`src/verilog/bcc_consts.svh`:
```
`ifndef BCC_CONSTS_SVH
`define BCC_CONSTS_SVH

// Command codes
`define BCC_CMD_DEV_RESET   8'hf0
`define BCC_CMD_SET_PTR     8'he1
`define BCC_CMD_WRITE_CFG   8'hd2

// Register offsets, also the valid pointer codes
`define BCC_OFS_PORT        8'hb4
`define BCC_OFS_SETUP       8'hc3
`define BCC_OFS_RXBYTE      8'he1
`define BCC_OFS_FLAGS       8'hf0

// Status register field positions
`define BCC_FL_BUSY         0
`define BCC_FL_PPD          1
`define BCC_FL_SD           2
`define BCC_FL_LL           3
`define BCC_FL_RST          4
`define BCC_FL_SBR          5
`define BCC_FL_TSB          6
`define BCC_FL_DIR          7

// Configuration byte field positions (low nibble)
`define BCC_CF_APU          0
`define BCC_CF_PDN          1
`define BCC_CF_SPU          2
`define BCC_CF_SPEED        3

// Reset values
`define BCC_SETUP_RST       4'h0
`define BCC_RSTFLAG_RST     1'b1
`define BCC_SLAVE_ADDR      7'h18

// Timing of the global reset, in picoseconds, and the clock period
`define BCC_GRST_MAX_PS     525000
`define BCC_BUSSTOP_MAX_PS  262500
`define BCC_CLK_PS          20000

`endif

```
`src/verilog/bcc_pkg.sv`:
```
package bcc_pkg;

  // Device setup bits
  typedef struct packed {
    logic bus_speed_select;
    logic strong_pullup_enable;
    logic bus_power_down;
    logic active_pullup_enable;
  } bcc_setup_t;

  // Result flags delivered by the bus engine
  typedef struct packed {
    logic branch_dir;
    logic triplet_second_bit;
    logic single_bit_result;
    logic short_seen_flag;
    logic presence_seen_flag;
  } bcc_eng_flags_t;

  // Serial slave states
  typedef enum logic [4:0] {
    ST_IDLE = 5'b00001,
    ST_RX   = 5'b00010,
    ST_ACK  = 5'b00100,
    ST_TX   = 5'b01000,
    ST_MACK = 5'b10000
  } bcc_state_t;

  // Action armed by an acknowledged byte
  typedef enum logic [3:0] {
    ACT_NONE = 4'b0001,
    ACT_GRST = 4'b0010,
    ACT_PTR  = 4'b0100,
    ACT_CFG  = 4'b1000
  } bcc_act_t;

endpackage

```
`src/verilog/bcc_top.sv`:
```
`timescale 1ns/1ps
`include "bcc_consts.svh"

// Operation
// Command F0h resets all control state and aborts bus activity.
// Global reset completes within 525 ns of the ack falling edge.
// Bus activity stops within 262.5 ns of the ack falling edge.
// After global reset the read pointer selects the status register.
// Global reset sets reset flag, clears busy and all result flags.
// Global reset clears speed, active pullup, power down, strong pullup.
// Global or power-on reset restores port timing and pullup defaults.
// Global reset accepted any time, always acknowledged.
// Command E1h plus code sets the read pointer to that register.
// Pointer set overrides engine pointer moves, leaves bus activity alone.
// Invalid pointer code is not acknowledged; command discarded.
// Read pointer updates on rising SCL of the code's ack bit.
// Valid codes C3h setup, F0h flags, E1h read data, B4h port.
// Command D2h plus byte writes setup, effective at once.
// Setup stored only if high nibble inverts low nibble.
// Setup register reads zero in its upper four bits.
// Busy at D2h arrival: command and parameter not acknowledged.
// Host waits for busy zero before writing setup.
// Setup updates on rising SCL of the parameter's ack bit.
// After setup write, read pointer selects the setup register.
// Setup write updates four bits and clears the reset flag.
// Busy flag reads one while bus communication runs.
// Command and parameter arrive in one write transfer, each acked.
module bcc_top
  import bcc_pkg::*;
#(
  parameter logic [6:0] SLAVE_ADDR = `BCC_SLAVE_ADDR  // Arbitrary default address
) (
  // Clock and reset
  input  wire logic           sys_clk,
  input  wire logic           rstn,
  // Serial host pins
  input  wire logic           scl,
  input  wire logic           sda_in,
  output logic                sda_out,
  output logic                sda_oe,
  // Bus engine side
  input  wire logic           eng_busy,
  input  wire logic           eng_line_level,
  input  wire logic           eng_flags_we,
  input  wire bcc_eng_flags_t eng_flags,
  input  wire logic           eng_ptr_to_flags,
  input  wire logic [7:0]     eng_rx_byte,
  input  wire logic [3:0]     eng_port_code,
  output bcc_setup_t          setup,
  output logic                bus_abort,
  output logic                port_defaults
);

  // ------------------------------------------------------------
  // Reset release
  // ------------------------------------------------------------
  logic [1:0] rst_sync_reg;
  logic       rst_n;
  // Two-stage release so the deassertion is clean to sys_clk
  always_ff @(posedge sys_clk or negedge rstn) begin
    if (!rstn) begin
      rst_sync_reg <= 2'b00;
    end else begin
      rst_sync_reg <= {rst_sync_reg[0], 1'b1};
    end
  end
  assign rst_n = rst_sync_reg[1];

  // ------------------------------------------------------------
  // Pin edge detection
  // ------------------------------------------------------------
  logic scl_q_reg, sda_q_reg;
  logic scl_rise, scl_fall, bus_start, bus_stop;

  always_ff @(posedge sys_clk or negedge rst_n) begin
    if (!rst_n) begin
      scl_q_reg <= 1'b1;
      sda_q_reg <= 1'b1;
    end else begin
      scl_q_reg <= scl;
      sda_q_reg <= sda_in;
    end
  end

  // Start and stop are SDA edges while SCL stays high
  assign scl_rise  = scl & ~scl_q_reg;
  assign scl_fall  = ~scl & scl_q_reg;
  assign bus_start = scl & scl_q_reg & sda_q_reg & ~sda_in;
  assign bus_stop  = scl & scl_q_reg & ~sda_q_reg & sda_in;

  // ------------------------------------------------------------
  // Helpers
  // ------------------------------------------------------------
  function automatic logic ptr_code_ok(input logic [7:0] code);
    ptr_code_ok = (code == `BCC_OFS_PORT) || (code == `BCC_OFS_SETUP) ||
                  (code == `BCC_OFS_RXBYTE) || (code == `BCC_OFS_FLAGS);
  endfunction
  function automatic logic cfg_code_ok(input logic [7:0] b);
    cfg_code_ok = (b[7:4] == ~b[3:0]);
  endfunction

  // ------------------------------------------------------------
  // Register state
  // ------------------------------------------------------------
  bcc_state_t     state_reg,   state_next;
  bcc_act_t       act_reg,     act_next;
  logic [7:0]     shift_reg,   shift_next;
  logic [3:0]     bitcnt_reg,  bitcnt_next;
  logic [1:0]     bidx_reg,    bidx_next;
  logic [7:0]     cmd_reg,     cmd_next;
  logic           rd_reg,      rd_next;
  logic           ack_reg,     ack_next;
  logic [7:0]     ptr_reg,     ptr_next;
  bcc_setup_t     setup_reg,   setup_next;
  bcc_eng_flags_t flags_reg,   flags_next;
  logic           rstflg_reg,  rstflg_next;
  logic           busy_reg,    busy_next;
  logic           abort_reg,   abort_next;
  logic           sda_oe_reg,  sda_oe_next;
  logic [7:0]     rdata;
  // Byte presented to the host, chosen by the read pointer
  always_comb begin
    unique case (ptr_reg)
      `BCC_OFS_SETUP:  rdata = {4'h0, setup_reg};
      `BCC_OFS_RXBYTE: rdata = eng_rx_byte;
      `BCC_OFS_PORT:   rdata = {4'h0, eng_port_code};
      default:         rdata = {flags_reg.branch_dir, flags_reg.triplet_second_bit,
                                flags_reg.single_bit_result, rstflg_reg, eng_line_level,
                                flags_reg.short_seen_flag, flags_reg.presence_seen_flag,
                                busy_reg};
    endcase
  end

  // ------------------------------------------------------------
  // Next-state logic
  // ------------------------------------------------------------
  always_comb begin
    state_next  = state_reg;
    act_next    = act_reg;
    shift_next  = shift_reg;
    bitcnt_next = bitcnt_reg;
    bidx_next   = bidx_reg;
    cmd_next    = cmd_reg;
    rd_next     = rd_reg;
    ack_next    = ack_reg;
    ptr_next    = ptr_reg;
    setup_next  = setup_reg;
    flags_next  = flags_reg;
    rstflg_next = rstflg_reg;
    busy_next   = eng_busy;
    abort_next  = 1'b0;
    sda_oe_next = sda_oe_reg;

    // Engine-side updates come first so host commands below take priority
    if (eng_flags_we) begin
      flags_next = eng_flags;
    end
    if (eng_ptr_to_flags) begin
      ptr_next = `BCC_OFS_FLAGS;
    end
    unique case (state_reg)
      ST_IDLE: begin
        sda_oe_next = 1'b0;
      end
      ST_RX: begin
        if (scl_rise) begin
          shift_next  = {shift_reg[6:0], sda_in};
          bitcnt_next = bitcnt_reg + 4'd1;
        end else if (scl_fall && bitcnt_reg == 4'd8) begin
          // Decide the acknowledge for the byte just received
          ack_next = 1'b0;
          act_next = ACT_NONE;
          unique case (bidx_reg)
            2'd0: begin
              ack_next = (shift_reg[7:1] == SLAVE_ADDR);
              rd_next  = shift_reg[0];
            end
            2'd1: begin
              cmd_next = shift_reg;
              if (shift_reg == `BCC_CMD_DEV_RESET) begin
                ack_next = 1'b1;
                act_next = ACT_GRST;
              end else if (shift_reg == `BCC_CMD_SET_PTR) begin
                ack_next = 1'b1;
              end else if (shift_reg == `BCC_CMD_WRITE_CFG) begin
                ack_next = ~busy_reg;
              end
            end
            2'd2: begin
              if (cmd_reg == `BCC_CMD_SET_PTR && ptr_code_ok(shift_reg)) begin
                ack_next = 1'b1;
                act_next = ACT_PTR;
              end else if (cmd_reg == `BCC_CMD_WRITE_CFG) begin
                ack_next = 1'b1;
                act_next = cfg_code_ok(shift_reg) ? ACT_CFG : ACT_NONE;
              end
            end
            default: begin
              ack_next = 1'b0;
            end
          endcase
          sda_oe_next = ack_next;
          state_next  = ST_ACK;
        end
      end
      ST_ACK: begin
        if (scl_rise) begin
          // Pointer and setup commit on the rising edge of the ack bit
          if (act_reg == ACT_PTR) begin
            ptr_next = shift_reg;
          end else if (act_reg == ACT_CFG) begin
            setup_next  = shift_reg[3:0];
            rstflg_next = 1'b0;
            ptr_next    = `BCC_OFS_SETUP;
          end
          if (act_reg != ACT_GRST) begin
            act_next = ACT_NONE;
          end
        end else if (scl_fall) begin
          bitcnt_next = 4'd0;
          bidx_next   = (bidx_reg == 2'd3) ? 2'd3 : bidx_reg + 2'd1;
          if (act_reg == ACT_GRST) begin
            // Lands one cycle after the ack's falling edge, inside both bounds
            abort_next  = 1'b1;
            flags_next  = '0;
            busy_next   = 1'b0;
            rstflg_next = 1'b1;
            setup_next  = `BCC_SETUP_RST;
            ptr_next    = `BCC_OFS_FLAGS;
            act_next    = ACT_NONE;
            bidx_next   = 2'd3;
          end
          if (!ack_reg) begin
            sda_oe_next = 1'b0;
            state_next  = ST_IDLE;
          end else if (rd_reg && bidx_reg == 2'd0) begin
            shift_next  = rdata;
            sda_oe_next = ~rdata[7];
            state_next  = ST_TX;
          end else begin
            sda_oe_next = 1'b0;
            state_next  = ST_RX;
          end
        end
      end
      ST_TX: begin
        if (scl_fall) begin
          if (bitcnt_reg == 4'd7) begin
            sda_oe_next = 1'b0;
            state_next  = ST_MACK;
          end else begin
            shift_next  = {shift_reg[6:0], 1'b0};
            bitcnt_next = bitcnt_reg + 4'd1;
            sda_oe_next = ~shift_reg[6];
          end
        end
      end
      ST_MACK: begin
        if (scl_rise && sda_in) begin
          state_next = ST_IDLE;
        end else if (scl_fall) begin
          // Host asked for more: repeat the same register
          shift_next  = rdata;
          bitcnt_next = 4'd0;
          sda_oe_next = ~rdata[7];
          state_next  = ST_TX;
        end
      end
      default: begin
        state_next = ST_IDLE;
      end
    endcase
    // A start or stop ends any transfer, even mid-byte
    if (bus_start) begin
      state_next  = ST_RX;
      bitcnt_next = 4'd0;
      bidx_next   = 2'd0;
      act_next    = ACT_NONE;
      sda_oe_next = 1'b0;
    end else if (bus_stop) begin
      state_next  = ST_IDLE;
      act_next    = ACT_NONE;
      sda_oe_next = 1'b0;
    end
  end

  // ------------------------------------------------------------
  // State registers
  // ------------------------------------------------------------
  always_ff @(posedge sys_clk or negedge rst_n) begin
    if (!rst_n) begin
      state_reg  <= ST_IDLE;
      act_reg    <= ACT_NONE;
      shift_reg  <= 8'h00;
      bitcnt_reg <= 4'h0;
      bidx_reg   <= 2'h0;
      cmd_reg    <= 8'h00;
      rd_reg     <= 1'b0;
      ack_reg    <= 1'b0;
      ptr_reg    <= `BCC_OFS_FLAGS;
      setup_reg  <= `BCC_SETUP_RST;
      flags_reg  <= '0;
      rstflg_reg <= `BCC_RSTFLAG_RST;
      busy_reg   <= 1'b0;
      abort_reg  <= 1'b0;
      sda_oe_reg <= 1'b0;
    end else begin
      state_reg  <= state_next;
      act_reg    <= act_next;
      shift_reg  <= shift_next;
      bitcnt_reg <= bitcnt_next;
      bidx_reg   <= bidx_next;
      cmd_reg    <= cmd_next;
      rd_reg     <= rd_next;
      ack_reg    <= ack_next;
      ptr_reg    <= ptr_next;
      setup_reg  <= setup_next;
      flags_reg  <= flags_next;
      rstflg_reg <= rstflg_next;
      busy_reg   <= busy_next;
      abort_reg  <= abort_next;
      sda_oe_reg <= sda_oe_next;
    end
  end

  // ------------------------------------------------------------
  // Outputs
  // ------------------------------------------------------------
  // Open drain: only ever pull low
  assign sda_out       = 1'b0;
  assign sda_oe        = sda_oe_reg;
  assign setup         = setup_reg;
  assign bus_abort     = abort_reg;
  // Engine reloads its port defaults on the same pulse; also high in reset
  assign port_defaults = abort_reg | ~rst_n;

endmodule

```
`config.mk`:
```
export PLATFORM = sky130hd
export DESIGN_NAME = bcc_top
export DESIGN_NICKNAME = d
export VERILOG_FILES = /design/src/verilog/bcc_pkg.sv /design/src/verilog/bcc_top.sv
export VERILOG_INCLUDE_DIRS = /design/src /design/src/verilog
export SDC_FILE = /design/constraint.sdc
export NUM_CORES = 1
export LEC_CHECK = 0
export BUFFER_PORTS_ARGS = -buffer_cell sky130_fd_sc_hd__buf_2
export CAP_MARGIN = 20
export CORE_ASPECT_RATIO = 0.9
export CORE_MARGIN = 2
export CORE_UTILIZATION = 35
export CTS_CLUSTER_DIAMETER = 100
export DETAILED_ROUTE_END_ITERATION = 8
export PLACE_DENSITY_LB_ADDON = 0.12
export RECOVER_POWER = 100
export SLEW_MARGIN = 20
export SYNTH_ARGS = -nofsm -noshare
export SYNTH_HDL_FRONTEND = slang
export SYNTH_SLANG_ARGS = --single-unit
```
`constraint.sdc`:
```
create_clock -name sys_clk -period 2.2 [get_ports sys_clk]
set_input_delay 0.22 -clock sys_clk [delete_from_list [all_inputs] [get_ports sys_clk]]
set_output_delay 0.22 -clock sys_clk [all_outputs]
set_load 0.05 [all_outputs]
```
==> reports/summary.md <==
The flow ran to the end, and the final reports show no timing, DRC or antenna violations. Net switching is 30.3% of the power. From bottom edge to top edge, the die measures 100 um. The count of nets left with antenna violations once routing finished came out at 0.

The routed design has 10100 um of wire. On the final layout, the worst hold slack is 0.0383 ns. Walking the worst path, the cells encountered are nand2b_1 -> or4b_2 -> a311oi_1 -> a211oi_2 -> o22ai_1 -> mux2_4. The initial core utilization is 35.6%, and the final core utilization is 45.3%. The number of vias per cell was 5.38; the share of the clock period used by the worst path after layout was 97.2%.

For the overall via count from detail_route, the log shows 3193. For this run, global-route usage on met3 was measured as 4.35%. The initial antenna violation count came out at 0. The reg-to-reg startpoint was shift_reg[4]. The maximum cell stage delay along the critical path works out to 0.63 ns. The tools report the leakage power as 2.03 nW.

TritonCTS built the clock tree. The slew at the pin closest to its max-slew limit came out at 1.41 ns. Worst hold path endpoint: scl_q_reg. In this run the deepest clock path goes through 2 buffers. The final instance count without filler cells was 594. The number of placed instances, taps included, is 575. In this run the register-to-register setup slack is 0.06 ns.

In the final design database the tool counted 495 nets. The run gives 425 as the total nets after synthesis. After clock tree synthesis, the clock-pin slew on the worst setup and hold paths is 0.06 ns. Synthesis handed over a netlist of 390 instances. Of the cells placed in the final design, the portion with a size suffix greater than 1 is 31.0%. The floorplan has 35 rows. For the starting DRC count in detailed routing, the log shows 165.

On the final layout, the worst clock skew is 0.00690 ns. The completed layout was analyzed and its total power is 3.86 mW. Pin placement for this block handled 33 I/O pins. In the final timing run, aggregate negative setup slack is 0 ns.

The startpoint identified for the worst hold timing path is scl. For this run, the total global-route usage over all layers was measured as 18.5%. The core outline area was 10200 um2; the share of the yosys chip area belonging to registers was 40.5%. The run gives 5.78% as the tightest slew margin relative to the limit. In this run the most used layer during global routing was met2. The cell count of the worst reg-to-reg path came out at 6. The weighted congestion reported at the end of routability-driven placement came out at 0.835. The tools report the root buffer cell as sky130_fd_sc_hd__clkbuf_16.

In this run the critical register-to-register path is captured at sda_oe. The count of flip-flops with a built-in enable after synthesis is 0. The worst setup path is of the reg2reg kind.

The insertion delay to the later sink of the worst-skew pair came out at 0.33 ns. The count of port buffers added during placement came out at 31. The pre-antenna-repair detailed-routing pass consisted of 5 iterations. Finished layout cell area: 4600 um2. Setup repair after global routing could not meet its margin everywhere.

For the number of buffers created by CTS, the log shows 9. The number of antenna repair diodes is 0, and the number of global-route vias before repair is 3028. The worst-case IR drop observed on VDD is 0.396 mV. The count of final max-slew check failures is 0, and the arrival time at the worst endpoint is 2.41 ns.

The analysis attributes to net switching a power of 1.17 mW. Setup violations remaining at the end of the flow were counted as 0. Cell count of the worst hold path: 1.

The class of the worst hold path is in2reg. The number of failing hold endpoints at the final stage was 0. For the logic gate share of total power, the log shows 25.6%.

Setup slack closes at 0.0618 ns. Compared with the post-synthesis result, the final layout area differs by 27.3%. For met1 alone, demand over resource in global routing was 27.3%. Internal power: 2.69 mW.

STA classifies the critical path startpoint as a flop. The first global-routing pass estimated 16200 um of wire. Yosys printed 0 warnings.

Entering global routing, the biggest net connects 57 pins. The width of the chip was 111 um. The max-cap violation count is 0. The worst setup path is captured at a flop. The power per standard cell area is 838 nW/um2, and the share of flip-flops with an asynchronous set or reset is 100%.

In this run the number of H-tree levels came out at 3. Among all flip-flop cells after synthesis, the most frequent one is sky130_fd_sc_hd__dfrtp_1. For met2 alone, demand over resource in global routing was 27.3%. The post-placement cell area is 4170 um2, and the fmax is 468 MHz. The tools report the final global-route overflow total as 0. After legalization and detailed placement, the total HPWL measured 7380 um. The tools report the worst slack at placement as -0.00528 ns. The worst path needs 2.14 ns of the cycle, external delays included. The clock drives 58 sinks. The DRC violation count after routing is 0. The critical path required time is 2.47 ns. Dividing the synthesized area by the synthesized cell count gives 9.27 um2. Among all stages on the critical path, the largest delay is contributed by sky130_fd_sc_hd__or4b_2. The synthesized design contains 58 register bits. In this run the cell area of the synthesized design comes to 3610 um2. The die covers 11200 um2. The sequential power share is 34.2%, and the count of different cell masters after synthesis is 70. The largest driver fanout on the critical path came out at 6. The routed length per instance was 17.1 um.

The clock network fraction of total power is 40.2%.
[repair_timing]
item	CTS	global route
resized for setup	4	17
buffers inserted	0	2
cloned	0	0
hold buffers	1	0
endpoints found under the hold margin	2	0
pin swaps	2	9
endpoints found under the setup margin	8	12
[worst max-delay path: cells and delay by family (launching register included)]
family / cells / cell delay [ns]
simple gates: 2 / 0.74
compound gates: 3 / 0.65
flops: 1 / 0.50
mux: 1 / 0.19
[cell families (layout without fill, tap and decap cells)]
| group | after synthesis | count (layout) | share of synthesized area, % |
|---|---|---|---|
| AOI/OAI and AO/OA | 98 | 98 | 18.9 |
| xor gates and xnor gates | 10 | 10 | 2.42 |
| adders and majority gates | 10 | 10 | 3.46 |
| buffers and inverters | 38 | 113 | 4.81 |
| DFF | 58 | 58 | 40.5 |
| muxes | 25 | 25 | 7.65 |
| other | 2 | 2 | 0.208 |
| and+or+nand+nor | 149 | 149 | 22.1 |
[Yosys cell counts, types with 2 or more instances]
library cell | count | share of area [%]
sky130_fd_sc_hd__dfrtp_1 | 49 | 34
sky130_fd_sc_hd__nor2_1 | 36 | 3.7
sky130_fd_sc_hd__nand2_1 | 31 | 3.2
sky130_fd_sc_hd__o21ai_0 | 27 | 3.7
sky130_fd_sc_hd__nand3_1 | 25 | 3.5
sky130_fd_sc_hd__a21oi_1 | 23 | 3.2
sky130_fd_sc_hd__mux2_2 | 17 | 5.3
sky130_fd_sc_hd__inv_1 | 15 | 1.6
sky130_fd_sc_hd__nor2b_1 | 12 | 2.1
sky130_fd_sc_hd__clkbuf_1 | 11 | 1.1
sky130_fd_sc_hd__ha_1 | 10 | 3.5
sky130_fd_sc_hd__dfstp_2 | 9 | 6.5
sky130_fd_sc_hd__xor2_1 | 9 | 2.2
sky130_fd_sc_hd__mux2i_1 | 7 | 1.9
sky130_fd_sc_hd__and3_1 | 6 | 1.0
sky130_fd_sc_hd__a22o_1 | 5 | 1.2
sky130_fd_sc_hd__nand3b_1 | 5 | 1.0
sky130_fd_sc_hd__buf_2 | 4 | 0.55
sky130_fd_sc_hd__nor3_1 | 4 | 0.55
sky130_fd_sc_hd__o22ai_1 | 4 | 0.69
sky130_fd_sc_hd__a21o_1 | 3 | 0.62
sky130_fd_sc_hd__a221oi_1 | 3 | 0.73
sky130_fd_sc_hd__a22oi_1 | 3 | 0.62
sky130_fd_sc_hd__and2_1 | 3 | 0.52
sky130_fd_sc_hd__buf_4 | 3 | 0.62
sky130_fd_sc_hd__nand2b_1 | 3 | 0.52
sky130_fd_sc_hd__nand4b_1 | 3 | 0.73
sky130_fd_sc_hd__nor4bb_1 | 3 | 0.83
sky130_fd_sc_hd__or3_1 | 3 | 0.52
sky130_fd_sc_hd__a221o_1 | 2 | 0.55
sky130_fd_sc_hd__buf_1 | 2 | 0.21
sky130_fd_sc_hd__buf_6 | 2 | 0.62
sky130_fd_sc_hd__conb_1 | 2 | 0.21
sky130_fd_sc_hd__nand2b_4 | 2 | 0.76
sky130_fd_sc_hd__nand4_1 | 2 | 0.35
sky130_fd_sc_hd__nor4b_1 | 2 | 0.48
sky130_fd_sc_hd__o2111ai_1 | 2 | 0.48
sky130_fd_sc_hd__o211ai_1 | 2 | 0.42
sky130_fd_sc_hd__o2bb2ai_1 | 2 | 0.48
sky130_fd_sc_hd__o32ai_1 | 2 | 0.48
sky130_fd_sc_hd__o41ai_1 | 2 | 0.48
sky130_fd_sc_hd__or4b_2 | 2 | 0.55
[cells in the final DEF, fill, tap and decap left out, types with 3 or more instances in the layout]
cell / netlist / routed
sky130_fd_sc_hd__ha_1: 10 / 8
sky130_fd_sc_hd__a21oi_1: 23 / 22
sky130_fd_sc_hd__nor2_1: 36 / 36
sky130_fd_sc_hd__o21ai_0: 27 / 27
sky130_fd_sc_hd__a221oi_1: 3 / 3
sky130_fd_sc_hd__mux2i_1: 7 / 7
sky130_fd_sc_hd__nand3_1: 25 / 24
sky130_fd_sc_hd__or3_1: 3 / 3
sky130_fd_sc_hd__inv_1: 15 / 15
sky130_fd_sc_hd__nor3_1: 4 / 4
sky130_fd_sc_hd__nand2_1: 31 / 30
sky130_fd_sc_hd__dfrtp_2: 0 / 4
sky130_fd_sc_hd__dfstp_2: 9 / 9
sky130_fd_sc_hd__mux2_2: 17 / 17
sky130_fd_sc_hd__buf_2: 4 / 22
sky130_fd_sc_hd__clkbuf_16: 0 / 9
sky130_fd_sc_hd__nand4b_1: 3 / 3
sky130_fd_sc_hd__a21o_1: 3 / 3
sky130_fd_sc_hd__nand3b_1: 5 / 5
sky130_fd_sc_hd__xor2_1: 9 / 8
sky130_fd_sc_hd__a22oi_1: 3 / 3
sky130_fd_sc_hd__and3_1: 6 / 5
sky130_fd_sc_hd__buf_4: 3 / 45
sky130_fd_sc_hd__nand2b_1: 3 / 3
sky130_fd_sc_hd__clkbuf_1: 11 / 9
sky130_fd_sc_hd__a22o_1: 5 / 5
sky130_fd_sc_hd__dfrtp_1: 49 / 45
sky130_fd_sc_hd__nor2b_1: 12 / 10
sky130_fd_sc_hd__o22ai_1: 4 / 3
[how the worst max path moves through the flow]
| stage | to | startpoint | cells after the start | slack (ns) |
|---|---|---|---|---|
| 4_1_cts | shift_reg[1] | state_reg[3] | 6 | 0.005 |
| 3_5_place_dp | shift_reg[0] | ptr_reg[6] | 7 | -0.005 |
| 6_report | sda_oe | shift_reg[4] | 6 | 0.06 |
| 5_1_grt | bitcnt_reg[2] | state_reg[4] | 6 | -0.01 |
| 3_3_place_gp | shift_reg[5] | state_reg[3] | 6 | 0.03 |
| 2_1_floorplan | shift_reg[0] | ptr_reg[6] | 8 | 0.03 |
[power groups by stage]
stage	combinational (mW)	clock (mW)	sequential (mW)
3_5_place_dp	0.947	0	1.33
2_1_floorplan	0.604	0	1.29
5_1_grt	1.08	1.64	1.33
4_1_cts	0.955	1.58	1.32
3_3_place_gp	0.952	0	1.33
6_report	0.986	1.55	1.32
[cell type report]
type	count	area, um2
Inverter	16	60.1
Sequential cell	58	1470
Fill cell	1001	5560
Tap cell	129	161
Multi-Input combinational cell	294	2040
Clock inverter	6	90.1
Timing Repair Buffer	81	539
Clock buffer	10	239
[metal layers]
layer / part of all wire, % / up-vias
met5: 0 / -
met3: 4.3 / 13
met2: 43 / 81
li1: - / 1544
met1: 51 / 1555
met4: 1.5 / 0
(Power assumes the default switching activity.)
